--- config.mk ---
export PLATFORM = sky130hd
export DESIGN_NAME = iwd_watchdog
export DESIGN_NICKNAME = d
export VERILOG_FILES = /design/src/design/iwd_pkg.sv /design/src/design/iwd_watchdog.sv /design/src/design/iwd_prescaler.sv
export SDC_FILE = /design/constraint.sdc
export NUM_CORES = 1
export LEC_CHECK = 0
export CELL_PAD_IN_SITES_DETAIL_PLACEMENT = 1
export CELL_PAD_IN_SITES_GLOBAL_PLACEMENT = 1
export CORE_MARGIN = 4
export CORE_UTILIZATION = 45
export DETAILED_ROUTE_END_ITERATION = 12
export DONT_BUFFER_PORTS = 1
export PLACE_DENSITY = 0.87
export SYNTH_ARGS = -nofsm -noshare
export SYNTH_HDL_FRONTEND = slang
export SYNTH_HIERARCHICAL = 1
export SYNTH_SLANG_ARGS = --single-unit
--- constraint.sdc ---
create_clock -name clk_sys -period 2.8 [get_ports clk_sys]
set_clock_uncertainty 0.1 [all_clocks]
set_input_delay 0.28 -clock clk_sys [delete_from_list [all_inputs] [get_ports clk_sys]]
set_output_delay 0.28 -clock clk_sys [all_outputs]
set_load 0.01 [all_outputs]
--- src/design/iwd_pkg.sv ---
/*
 * Package for the independent watchdog: widths, reset values, timing
 * counts and the configuration carrier.
 * Assumes a single clk_sys domain at 20 MHz; no software registers.
 */
package iwd_pkg;

    // ----------------------------------------------------------------
    // Widths
    // ----------------------------------------------------------------
    localparam int PRESC_W = 8;
    localparam int CNT_W   = 12;

    // ----------------------------------------------------------------
    // Reset values
    // ----------------------------------------------------------------
    localparam logic [CNT_W-1:0]   CNT_RST   = 12'hfff;
    localparam logic [PRESC_W-1:0] PRESC_RST = 8'h00;

    // ----------------------------------------------------------------
    // Timing
    // ----------------------------------------------------------------
    localparam int SYS_CLK_HZ  = 20_000_000;
    localparam int OSC_HZ      = 40_000;
    localparam int OSC_DIV     = SYS_CLK_HZ / OSC_HZ;
    localparam int OSC_DIV_W   = 9;
    localparam logic [OSC_DIV_W-1:0] OSC_LAST = OSC_DIV_W'(OSC_DIV - 1);

    // ----------------------------------------------------------------
    // Types
    // ----------------------------------------------------------------
    typedef struct packed {
        logic [CNT_W-1:0]   reload;
        logic [CNT_W-1:0]   window;
        logic [PRESC_W-1:0] prescale;
    } iwd_cfg_t;

    typedef enum logic {
        IWD_MODE_RESET,
        IWD_MODE_TIMER
    } iwd_mode_t;

endpackage

--- src/design/iwd_watchdog.sv ---
/*
 * Independent watchdog top: oscillator time base, prescaler, 12-bit
 * windowed downcounter, start option, debug freeze, reset request.
 * Assumes all inputs synchronous to clk_sys; clk_sys stands in for the
 * watchdog's private clock tree, not the gated core clock.
 */
//
// Summary of operation
// - Eight-bit prescaler divides the watchdog clock
// - Twelve-bit downcounter, refresh only inside window
// - Own 40 kHz time base, not core clock
// - Keeps counting while device is stopped
// - Expiry without refresh requests device reset
// - Timer mode: expiry flags timeout, reloads
// - Option strap picks hardware or software start
// - Debug halt with freeze stops counting
`timescale 1ns/100ps
module iwd_watchdog (
    // Clock and reset
    input  wire logic                      clk_sys,
    input  wire logic                      rst_n,
    input  wire logic                      clk_en,
    // Option and configuration
    input  wire logic                      opt_hw_start,
    input  wire iwd_pkg::iwd_mode_t        mode,
    input  wire iwd_pkg::iwd_cfg_t         cfg,
    // Software actions
    input  wire logic                      sw_start,
    input  wire logic                      refresh,
    // System state
    input  wire logic                      stop_mode,
    input  wire logic                      dbg_halt,
    input  wire logic                      dbg_freeze_en,
    // Status and results
    output logic [iwd_pkg::CNT_W-1:0]      count_ff,
    output logic                           running_ff,
    output logic                           timeout_ff,
    output logic                           win_err_ff,
    output logic                           reset_req_ff
);

    logic [iwd_pkg::OSC_DIV_W-1:0] osc_cnt_ff;
    logic                          osc_tick_ff;
    logic                          opt_done_ff;
    logic                          presc_tick;
    logic                          presc_run;
    logic                          frozen;
    logic                          early;
    logic                          legal_refresh;
    logic                          expire;
    logic                          osc_wrap;

    // ----------------------------------------------------------------
    // Decoders
    // ----------------------------------------------------------------
    // Counter sits on its last step
    function automatic logic f_at_zero(
        input logic [iwd_pkg::CNT_W-1:0] value
    );
        return (value == '0);
    endfunction

    function automatic logic f_above_window(
        input logic [iwd_pkg::CNT_W-1:0] value,
        input logic [iwd_pkg::CNT_W-1:0] bound
    );
        return (value > bound);
    endfunction

    // Watchdog resets the device; timer only reports
    function automatic logic f_resets(
        input iwd_pkg::iwd_mode_t sel
    );
        return (sel == iwd_pkg::IWD_MODE_RESET);
    endfunction

    // ----------------------------------------------------------------
    // Qualifiers
    // ----------------------------------------------------------------
    // debug freeze
    assign frozen        = dbg_halt & dbg_freeze_en;
    assign presc_run     = running_ff & ~frozen;

    assign early         = refresh & running_ff & f_above_window(count_ff, cfg.window);

    assign legal_refresh = refresh & ~early;

    // expiry needs a tick at zero
    assign expire        = running_ff & presc_tick & f_at_zero(count_ff)
                           & ~refresh;

    // Oscillator counter at its last state
    assign osc_wrap      = (osc_cnt_ff == iwd_pkg::OSC_LAST);

    // ----------------------------------------------------------------
    // Time base
    // ----------------------------------------------------------------
    // private 40 kHz tick
    // stop_mode has no gate here
    // Free running: debug freeze only stops the prescaler and clears its count
    always_ff @(posedge clk_sys or negedge rst_n) begin
        if (!rst_n) begin
            osc_cnt_ff <= '0;
        end else if (clk_en) begin
            if (osc_wrap) begin
                osc_cnt_ff <= '0;
            end else begin
                osc_cnt_ff <= osc_cnt_ff + 9'h001;
            end
        end
    end

    // Tick lands one cycle after the wrap
    always_ff @(posedge clk_sys or negedge rst_n) begin
        if (!rst_n) begin
            osc_tick_ff <= 1'b0;
        end else if (clk_en) begin
            osc_tick_ff <= osc_wrap;
        end
    end

    iwd_prescaler u_presc (
        .clk_sys     (clk_sys),
        .rst_n       (rst_n),
        .clk_en      (clk_en),
        .run         (presc_run),
        .div         (cfg.prescale),
        .tick_in     (osc_tick_ff),
        .tick_out_ff (presc_tick)
    );

    // ----------------------------------------------------------------
    // Start control
    // ----------------------------------------------------------------
    // Strap caught once, at the first enabled edge
    always_ff @(posedge clk_sys or negedge rst_n) begin
        if (!rst_n) begin
            opt_done_ff <= 1'b0;
        end else if (clk_en) begin
            opt_done_ff <= 1'b1;
        end
    end

    // hardware or software start
    // No stop path, so a stray command cannot disarm it
    always_ff @(posedge clk_sys or negedge rst_n) begin
        if (!rst_n) begin
            running_ff <= 1'b0;
        end else if (clk_en) begin
            if (!opt_done_ff && opt_hw_start) begin
                running_ff <= 1'b1;
            end else if (sw_start) begin
                running_ff <= 1'b1;
            end
        end
    end

    // ----------------------------------------------------------------
    // Downcounter
    // ----------------------------------------------------------------
    // Once started it cannot be stopped short of reset
    // A refresh inside the window outranks a tick landing in the same cycle
    always_ff @(posedge clk_sys or negedge rst_n) begin
        if (!rst_n) begin
            count_ff <= iwd_pkg::CNT_RST;
        end else if (clk_en) begin
            if (!running_ff) begin
                count_ff <= cfg.reload;
            end else if (legal_refresh) begin
                count_ff <= cfg.reload;
            end else if (presc_tick) begin
                if (f_at_zero(count_ff)) begin
                    count_ff <= cfg.reload;
                end else begin
                    count_ff <= count_ff - 12'h001;
                end
            end
        end
    end

    // ----------------------------------------------------------------
    // Expiry and errors
    // ----------------------------------------------------------------
    // timeout pulse, both modes
    always_ff @(posedge clk_sys or negedge rst_n) begin
        if (!rst_n) begin
            timeout_ff <= 1'b0;
        end else if (clk_en) begin
            timeout_ff <= expire;
        end
    end

    // Sticky; only reset clears it
    always_ff @(posedge clk_sys or negedge rst_n) begin
        if (!rst_n) begin
            win_err_ff <= 1'b0;
        end else if (clk_en && early) begin
            win_err_ff <= 1'b1;
        end
    end

    // Reset request is sticky until the device reset clears it
    always_ff @(posedge clk_sys or negedge rst_n) begin
        if (!rst_n) begin
            reset_req_ff <= 1'b0;
        end else if (clk_en) begin
            if (expire && f_resets(mode)) begin
                reset_req_ff <= 1'b1;
            end
            if (early && f_resets(mode)) begin
                reset_req_ff <= 1'b1;
            end
        end
    end

endmodule

--- src/design/iwd_prescaler.sv ---
/*
 * Eight-bit prescaler of the watchdog time base.
 * Assumes tick_in is a one-cycle pulse in clk_sys domain.
 */
`timescale 1ns/100ps
module iwd_prescaler (
    // Clock and reset
    input  wire logic                        clk_sys,
    input  wire logic                        rst_n,
    input  wire logic                        clk_en,
    // Control
    input  wire logic                        run,
    input  wire logic [iwd_pkg::PRESC_W-1:0] div,
    input  wire logic                        tick_in,
    // Output
    output logic                             tick_out_ff
);

    logic [iwd_pkg::PRESC_W-1:0] presc_ff;

    // ----------------------------------------------------------------
    // Divide by div+1
    // ----------------------------------------------------------------
    // prescaler count
    always_ff @(posedge clk_sys or negedge rst_n) begin
        if (!rst_n) begin
            presc_ff    <= iwd_pkg::PRESC_RST;
            tick_out_ff <= 1'b0;
        end else if (clk_en) begin
            tick_out_ff <= 1'b0;
            if (!run) begin
                presc_ff <= iwd_pkg::PRESC_RST;
            end else if (tick_in) begin
                if (presc_ff >= div) begin
                    presc_ff    <= iwd_pkg::PRESC_RST;
                    tick_out_ff <= 1'b1;
                end else begin
                    presc_ff <= presc_ff + 8'h01;
                end
            end
        end
    end

endmodule

# Word-level counts from Yosys, hierarchy flattened
# Index checks and enable logic that the tools add are counted.
dict set report totals {
  regBits 36
  inputBits 42
  output_inout_bits 16
  elab_cells 57
}
dict set report op_classes {
  addsub 3
  magnitude_cmp 2
  n_eq_ne 3
  mux 15
  bitwise_logic 12
  reduce_logical 12
}
# operator count
set op_table {}
lappend op_table {{$mux 12} 4}
lappend op_table {{$mux 8} 3}
lappend op_table {{$gt 12x12->1} 1}
lappend op_table {{$logic_not 12->1} 1}
lappend op_table {{$sub 12x1->12 const B} 1}
lappend op_table {{$add 9x1->9 const B} 1}
lappend op_table {{$eq 9x9->1 const B} 1}
lappend op_table {{$mux 9} 1}
lappend op_table {{$add 8x1->8 const B} 1}
lappend op_table {{$and 1x1->1} 8}
lappend op_table {{$ge 8x8->1} 1}
lappend op_table {{$reduce_and 2->1} 4}
lappend op_table {{$mux 1} 7}
lappend op_table {{$logic_and 1x1->1} 4}
lappend op_table {{$not 1->1} 4}
lappend op_table {{$reduce_bool 2->1} 2}
lappend op_table {{$ne 3x1->1 const B} 1}
lappend op_table {{$ne 2x2->1 const B} 1}
lappend op_table {{$logic_not 1->1} 1}

# Longest topological paths before layout
# Gate-level depths: netlist of the first run.
dict set report depth {
  depth_word 6
  mapped_depth 10
  ltp_nobuf 9
}

# Modules after synthesis
# The synthesis of the first run kept the hierarchy.
# mod n_inst cells_each area_each_um2 seq_area_each_um2
set by_module_without_submodules {}
lappend by_module_without_submodules {iwd_watchdog 1 198 1845.5 690.7}
lappend by_module_without_submodules {iwd_prescaler 1 67 694.4 225.2}

# Worst setup path after synthesis of the first run
# No wires, ideal clock.
dict set report synth_path {
  kind {register to register}
  start {reg count_ff[3] (netlist bit)}
  end {reg count_ff[5] (netlist bit)}
  setup_ns 0.103
  arrival_time_ns 2.264
  t_required_ns 2.597
  slack_ns 0.333
  stages_incl_launch_ff 10
  path_buffers 1
  period_less_slack_ns 2.467
  path_cell_list {dfstp_2 ha_1 a21oi_2 a311oi_2 a2111oi_4 o22ai_4 nand2_8 buf_8 mux2i_1 o22ai_1}
}
dict set report synth_via {
  elab_chain_cells 6
  elab_cells_between_ends 12
  cone_classes {add/sub: 1; order compare: 1; eq/ne: 1; mux: 4; bitwise: 3; reduce/logical: 2}
}
# item line_no
set synth_rtl {}
lappend synth_rtl {{start: declaration} iwd_watchdog.sv:35} ;# output logic [iwd_pkg::CNT_W-1:0] count_ff,
lappend synth_rtl {{start signal: assignment} iwd_watchdog.sv:165} ;# count_ff <= iwd_pkg::CNT_RST;
lappend synth_rtl {{start signal: assignment} iwd_watchdog.sv:168} ;# count_ff <= cfg.reload;
lappend synth_rtl {{start signal: assignment} iwd_watchdog.sv:170} ;# count_ff <= cfg.reload;
lappend synth_rtl {{$gt 12x12->1} iwd_watchdog.sv:67} ;# return (value > bound);
lappend synth_rtl {{$and 1x1->1} iwd_watchdog.sv:84} ;# assign early = refresh & running_ff & f_above_window(count_ff, cfg.window);
lappend synth_rtl {{$not 1->1} iwd_watchdog.sv:86} ;# assign legal_refresh = refresh & ~early;
lappend synth_rtl {{$and 1x1->1} iwd_watchdog.sv:86}
lappend synth_rtl {{$ne 3x1->1 (no line) or $mux 12 (tied branches)} n/a}
lappend synth_rtl {{$reduce_and 2->1 (no line) or $mux 12 (tied branches)} n/a}
# Parallel ways exist; a longest one is shown, timed or not. The select of a mux whose other input is x is not followed.
# A chain may end at the register's enable or synchronous reset.

# Worst setup path after layout of the first run
dict set report layout_path {
  start {reg count_ff[3] (netlist bit)}
  end {reg count_ff[3] (netlist bit)}
}
# Same word-level chain as after synthesis.

==> results of run 1 <==
[repair_timing]
item | 4_1_cts | 5_1_grt
endpoints found under the setup margin | 0 | 9
hold buffers | 5 | 0
gates resized for setup | 0 | 1
buffers inserted | 0 | 2
hold endpoints to repair | 39 | 0
[metrics by stage]
stage	setup WS, ns	cell area [sq um]
floorplan	0.333	2540
finish	0.0982	2820
global placement	0.178	2630
CTS	0.0251	2800
global route	-0.00771	2820
detailed placement	0.0641	2630
[cell usage after synthesis, types with 2 or more instances]
| cell | count | share of area |
|---|---|---|
| a21o_1 | 2 | 0.0059 |
| o21a_1 | 4 | 0.012 |
| nand2_1 | 17 | 0.025 |
| o21ai_1 | 8 | 0.016 |
| dfrtp_1 | 24 | 0.24 |
| nor2_1 | 17 | 0.025 |
| inv_1 | 36 | 0.053 |
| a22o_1 | 5 | 0.017 |
| o22ai_1 | 4 | 0.0099 |
| a31oi_1 | 5 | 0.012 |
| o21ai_0 | 8 | 0.016 |
| nand4_1 | 10 | 0.025 |
| a21oi_1 | 7 | 0.014 |
| dfstp_2 | 12 | 0.12 |
| xnor2_1 | 5 | 0.017 |
| or3_1 | 2 | 0.0049 |
| mux2i_1 | 10 | 0.039 |
| o2bb2ai_1 | 2 | 0.0069 |
| o31ai_1 | 2 | 0.0059 |
| nor4_1 | 2 | 0.0049 |
| and3_1 | 4 | 0.0099 |
| xor2_1 | 3 | 0.010 |
| nand3_1 | 7 | 0.014 |
| a22o_2 | 2 | 0.0079 |
| ha_1 | 24 | 0.12 |
| nor2b_1 | 6 | 0.015 |
| mux2_2 | 2 | 0.0089 |
| a22oi_1 | 4 | 0.012 |
| or2_1 | 3 | 0.0074 |
| nor3_1 | 6 | 0.012 |
| a2111oi_4 | 2 | 0.022 |
[power by group through the flow]
stage               Clock, uW  Sequential (uW)  Combinational (uW)
global route              497             1040                 959
global placement            0              996                 745
detailed placement          0             1020                 804
CTS                       474             1010                 837
floorplan                   0              950                 631
finish                    465             1010                 856
[worst max-delay path: stages (launching register included)]
cell	delay, ns
dfstp_2	0.61
ha_1	0.30
a21oi_2	0.18
a311oi_2	0.14
a2111oi_4	0.50
o22ai_4	0.21
nand2_8	0.21
mux2i_1	0.26
o2bb2ai_1	0.10
[cell type report]
cell class / count / area (sq um) / share of cell area
Tap cell: 72 / 90.1 / 0.0320
Timing Repair Buffer: 10 / 97.6 / 0.0347
Clock buffer: 6 / 72.6 / 0.0258
Sequential cell: 36 / 916 / 0.325
Inverter: 36 / 135 / 0.0480
Clock inverter: 2 / 35.0 / 0.0124
Multi-Input combinational cell: 190 / 1470 / 0.522
[worst max-delay path by stage]
stage	from	end	slack (ns)
2_1_floorplan	count_ff[3]$_DFFE_PN1P_	count_ff[5]$_DFFE_PN1P_	0.33
3_3_place_gp	count_ff[0]$_DFFE_PN1P_	count_ff[1]$_DFFE_PN1P_	0.18
3_5_place_dp	count_ff[0]$_DFFE_PN1P_	count_ff[1]$_DFFE_PN1P_	0.06
4_1_cts	count_ff[0]$_DFFE_PN1P_	count_ff[6]$_DFFE_PN1P_	0.03
5_1_grt	count_ff[7]$_DFFE_PN1P_	count_ff[3]$_DFFE_PN1P_	-0.008
6_report	count_ff[3]$_DFFE_PN1P_	count_ff[3]$_DFFE_PN1P_	0.1
[per-layer routing]
| metal | up-vias | part of all wire |
|---|---|---|
| met4 | 0 | 0.012 |
| li1 | 982 | - |
| met5 | - | 0 |
| met2 | 42 | 0.49 |
| met3 | 6 | 0.044 |
| met1 | 1035 | 0.46 |
[registers in the layout, indices dropped and copies added, names as in the netlist]
signal,cells
count_ff,12
opt_done_ff,1
osc_cnt_ff,9
osc_tick_ff,1
reset_req_ff,1
running_ff,1
timeout_ff,1
u_presc/presc_ff,8
u_presc/tick_out_ff,1
win_err_ff,1
[logic make-up (layout without fill, tap and decap cells)]
logic type	Yosys count	in the layout
AOI/OAI and AO/OA	66	66
xor gates and xnor gates	8	8
muxes	12	12
DFF	36	36
buffers and inverters	39	54
adders and majority gates	24	24
and+or+nand+nor	80	80
==> impl_metrics.tcl, run 1 <==
set metrics [dict create \
    grt_overflow_total 0 \
    grtUsageMet2 0.324 \
    p_comb_frac 0.368 \
    clk_latency_ns 0.30 \
    finalSetupTns_ns 0 \
    cts_made_buffers 5 \
    rows 27 \
    synth_fa_ha_area_frac 0.118 \
    p_sw_uw 940 \
    grt_pass1_wl_mm 11.0 \
    holdWs_ns 0.0236 \
    path_clk_slew_ns 0.07 \
    hold_path.class "primary input to flip-flop" \
    max_freq_ghz 0.370 \
    grt_pass1_vias 2185 \
    areaGrowthSynthToFinish_pct 10.8 \
    min_period_ns 2.70 \
    firstDrtPassIters 4 \
    r2r-end "count_ff[3]$_DFFE_PN1P_" \
    tightestPinTransition_ns 0.580 \
    worstReg2RegStart "count_ff[3]$_DFFE_PN1P_" \
    worst_setup_path_end_kind "flip-flop" \
    synth_top_family_by_area "compound AO/OA/AOI/OAI gates" \
    synthMuxAreaShare 0.0483 \
    place_hpwl_mm 4.86 \
    cp.arrival_ns 2.82 \
    drive_gt1_frac 0.150 \
    outcome "finished clean" \
    drcViolationCount 0 \
    synthSimpleGateAreaFrac 0.173 \
    synth.distinct_cells 51 \
    gp_congestion 0.762 \
    final_hold_viol_count 0 \
    syn_area_sq_um 2540 \
    syn-num-nets 331 \
    routed_via_density 5.87 \
    port-buffer-count 0 \
    finalMaxSlewViolations 0 \
    synth.avg_cell_area_sq_um 9.58 \
    finish.utilization 0.511 \
    syn_inst 265 \
    synth-edff-count 0 \
    grt_max_degree 37 \
    placeableCoreArea_sq_um 5510 \
    die_w_um 83.1 \
    holdPathEnd "count_ff[0]$_DFFE_PN1P_" \
    path_class "flip-flop to flip-flop" \
    leakagePower_uw 0.00131 \
    start_kind "flip-flop" \
    synth_seq_cells 36 \
    clkSinkCount 36 \
    ys.flop_type "dfrtp_1" \
    ir_drop_v 0.000386 \
    ios 58 \
    worstHoldStart "cfg[20]" \
    swShare 0.404 \
    dieHeight_um 83.1 \
    rrSetupSlack_ns 0.1 \
    htreeDepth 2 \
    powerDensity_nw_per_um2 827 \
    async_flop_share 1.00 \
    diodes 0 \
    reg2reg_depth 8 \
    root_buffer "clkbuf_8" \
    ant_nets 0 \
    synthXorXnorAreaFrac 0.0276 \
    dieArea_sq_um 6910 \
    period_share 0.965 \
    critPathMaxFanout 19 \
    clkPwrFrac 0.200 \
    antenna_found_initial 0 \
    intPower_uw 1390 \
    setup-violations-final 0 \
    crit_required_ns 2.92 \
    vias 2065 \
    drt-total-wl_mm 6.47 \
    maxSlewHeadroom 0.608 \
    mostFrequentLayoutCells "36 x inv_1, 24 x ha_1, 24 x dfrtp_1, 17 x nand2_1, 17 x nor2_1" \
    synth_compound_area_frac 0.210 \
    cts_buffer_depth 2 \
    final_common_cell "inv_1" \
    cap_violations 0 \
    hold_depth 2 \
    busiest_layer "met2" \
    yosys_warnings 6 \
    wl_per_cell_um 18.4 \
    num-nets-final 345 \
    start_util 0.461 \
    placed_cells 337 \
    use_met3 0.0556 \
    power_uw 2330 \
    use_met1 0.246 \
    track_usage 0.194 \
    nFillCells 646 \
    p_seq_frac 0.433 \
    drt_iter0_markers 100 \
    cts_tree "done" \
    ys_seq_area_frac 0.361 \
    final-instance-count-excl-fill 352 \
]
Note: power is estimated with default switching activity, not from simulation.
==> run 2: changes to the inputs <==
CORE_MARGIN = not set   (was 4)
clock period = 2.84 ns   (was 2.8 ns; I/O delays follow)
==> run 2 against run 1 <==
Effect of this change: sequential cell count unchanged; worst hold slack worse by 0.0057 ns; power is 1.0% lower; critical path depth up 2; clock-buffer cell count unchanged; fmax decreased by 0.20%; die area is 14% lower; design area is essentially flat; via count is 0.87% higher; largest power group unchanged; largest cell class unchanged; combinational power is 2% lower; register-to-register slack better by 0.03 ns; critical path type unchanged; core utilization up 2.3 points.
==> impl_metrics.tcl, run 2 (synthesized netlist as in run 1, its figures left out) <==
set metrics [dict create \
    worstReg2RegStart "count_ff[0]$_DFFE_PN1P_" \
    powerDensity_nw_per_um2 818 \
    grt_overflow_total 0 \
    finalMaxSlewViolations 0 \
    leakagePower_uw 0.00131 \
    hold_path.class "primary input to flip-flop" \
    clk_latency_ns 0.30 \
    cp.arrival_ns 2.82 \
    drcViolationCount 0 \
    dieArea_sq_um 5950 \
    crit_required_ns 2.95 \
    path_clk_slew_ns 0.07 \
    final-instance-count-excl-fill 351 \
    die_w_um 77.1 \
    clkSinkCount 36 \
    path_class "flip-flop to flip-flop" \
    areaGrowthSynthToFinish_pct 10.9 \
    gp_congestion 0.799 \
    finalSetupTns_ns 0 \
    crit_start "count_ff[0]$_DFFE_PN1P_" \
    largest_register_ffs 12 \
    rows 26 \
    period_share 0.953 \
    maxSlewHeadroom 0.643 \
    tightestPinTransition_ns 0.535 \
    ant_nets 0 \
    use_met3 0.0595 \
    place_hpwl_mm 4.84 \
    cts_tree "done" \
    final_hold_viol_count 0 \
    min_period_ns 2.71 \
    busiest_layer "met2" \
    setup-violations-final 0 \
    root_buffer "clkbuf_8" \
    rrSetupSlack_ns 0.13 \
    placeableCoreArea_sq_um 5270 \
    antenna_found_initial 0 \
    start_util 0.482 \
    nFillCells 617 \
    routed_via_density 5.93 \
    top_regs "count_ff (12), osc_cnt_ff (9), u_presc/presc_ff (8)" \
    start_kind "flip-flop" \
    htreeDepth 2 \
    worst_setup_path_end_kind "flip-flop" \
    mostFrequentLayoutCells "36 x inv_1, 24 x ha_1, 24 x dfrtp_1, 17 x nand2_1, 17 x nor2_1" \
    max_freq_ghz 0.369 \
    drt-total-wl_mm 6.64 \
    port-buffer-count 0 \
    critPathMaxFanout 19 \
    drt_iter0_markers 141 \
    crit_end "count_ff[1]$_DFFE_PN1P_" \
    diodes 0 \
    grt_pass1_vias 2260 \
    dieHeight_um 77.1 \
    firstDrtPassIters 4 \
    cts_made_buffers 5 \
    num-nets-final 346 \
    cts_buffer_depth 2 \
    power_uw 2300 \
    drive_gt1_frac 0.157 \
    track_usage 0.238 \
    fin_area_sq_um 2820 \
    r2r-end "count_ff[1]$_DFFE_PN1P_" \
    use_met1 0.284 \
    grtUsageMet2 0.415 \
    wl_per_cell_um 18.9 \
    postPlaceCellArea_sq_um 2630 \
    reg2reg_depth 10 \
    ios 58 \
    outcome "finished clean" \
    final_common_cell "inv_1" \
    ir_drop_v 0.000334 \
    grt_max_degree 37 \
    placed_cells 335 \
    vias 2083 \
    grt_pass1_wl_mm 11.0 \
    regMostFlops "count_ff" \
    cap_violations 0 \
]
-- run 2: cell types whose count changed in the layout (fill, tap and decap cells not counted) --
cell           change
buf_4              +2
dlygate4sd3_1      -1
-- run 2: per-stage QoR --
stage,worst slack (ns),util,hold slack (ns)
2_1_floorplan,0.373,-,-0.112
3_3_place_gp,0.215,0.498,-0.110
3_5_place_dp,0.101,0.498,-0.109
4_1_cts,0.0826,0.528,0.00211
5_1_grt,-0.0558,0.535,0.0181
6_report,0.133,0.535,0.0179
-- run 2: critical path: stages, from the launching register on --
cell and delay (ns):
dfstp_2 0.60, inv_1 0.08, ha_1 0.17, nand4b_1 0.17, a311oi_2 0.41, a2111oi_4 0.07, buf_4 0.17, o22ai_4 0.20
nand2_8 0.18, or2_1 0.26, a31oi_1 0.18
-- run 2: how the worst min path moves through the flow --
| stage | start | end | cells after the start | slack (ns) |
|---|---|---|---|---|
| floorplan | rst_n | opt_done_ff$_DFFE_PN0P_ | 0 | -0.11 |
| global placement | rst_n | u_presc/presc_ff[6]$_DFFE_PN0P_ | 0 | -0.11 |
| detailed placement | rst_n | timeout_ff$_DFFE_PN0P_ | 0 | -0.11 |
| CTS | cfg[21] | count_ff[1]$_DFFE_PN1P_ | 2 | 0.002 |
| global route | cfg[21] | count_ff[1]$_DFFE_PN1P_ | 2 | 0.02 |
| finish | cfg[21] | count_ff[1]$_DFFE_PN1P_ | 2 | 0.02 |
-- run 2: final cells by class --
cell class / instances / area (sq um) / area share
multi-input combinational: 190 / 1470 / 0.521
timing repair buffer: 11 / 103 / 0.0364
inverter: 36 / 135 / 0.0480
clock buffer: 6 / 72.6 / 0.0258
clock inverter: 2 / 35.0 / 0.0124
sequential: 36 / 916 / 0.325
tap: 70 / 87.6 / 0.0311
-- run 2: where the power goes --
part	switching, uW	internal (uW)
clock	192	261
sequential	282	730
combinational	454	386
-- run 2: metal layers --
metal  up-vias  share of wire  wire length [um]
met5         -              0                 0
met4         0          0.013                89
met3        10          0.050               330
met2        54           0.50              3350
met1      1038           0.43              2870
li1        981              -                 -
-- run 2: repair_timing --
item                                    in CTS  in global routing
gates resized for setup                      0                  1
hold endpoints to repair                    38                  0
hold buffers                                 4                  0
setup buffers                                0                  4
endpoints found under the setup margin       0                 11
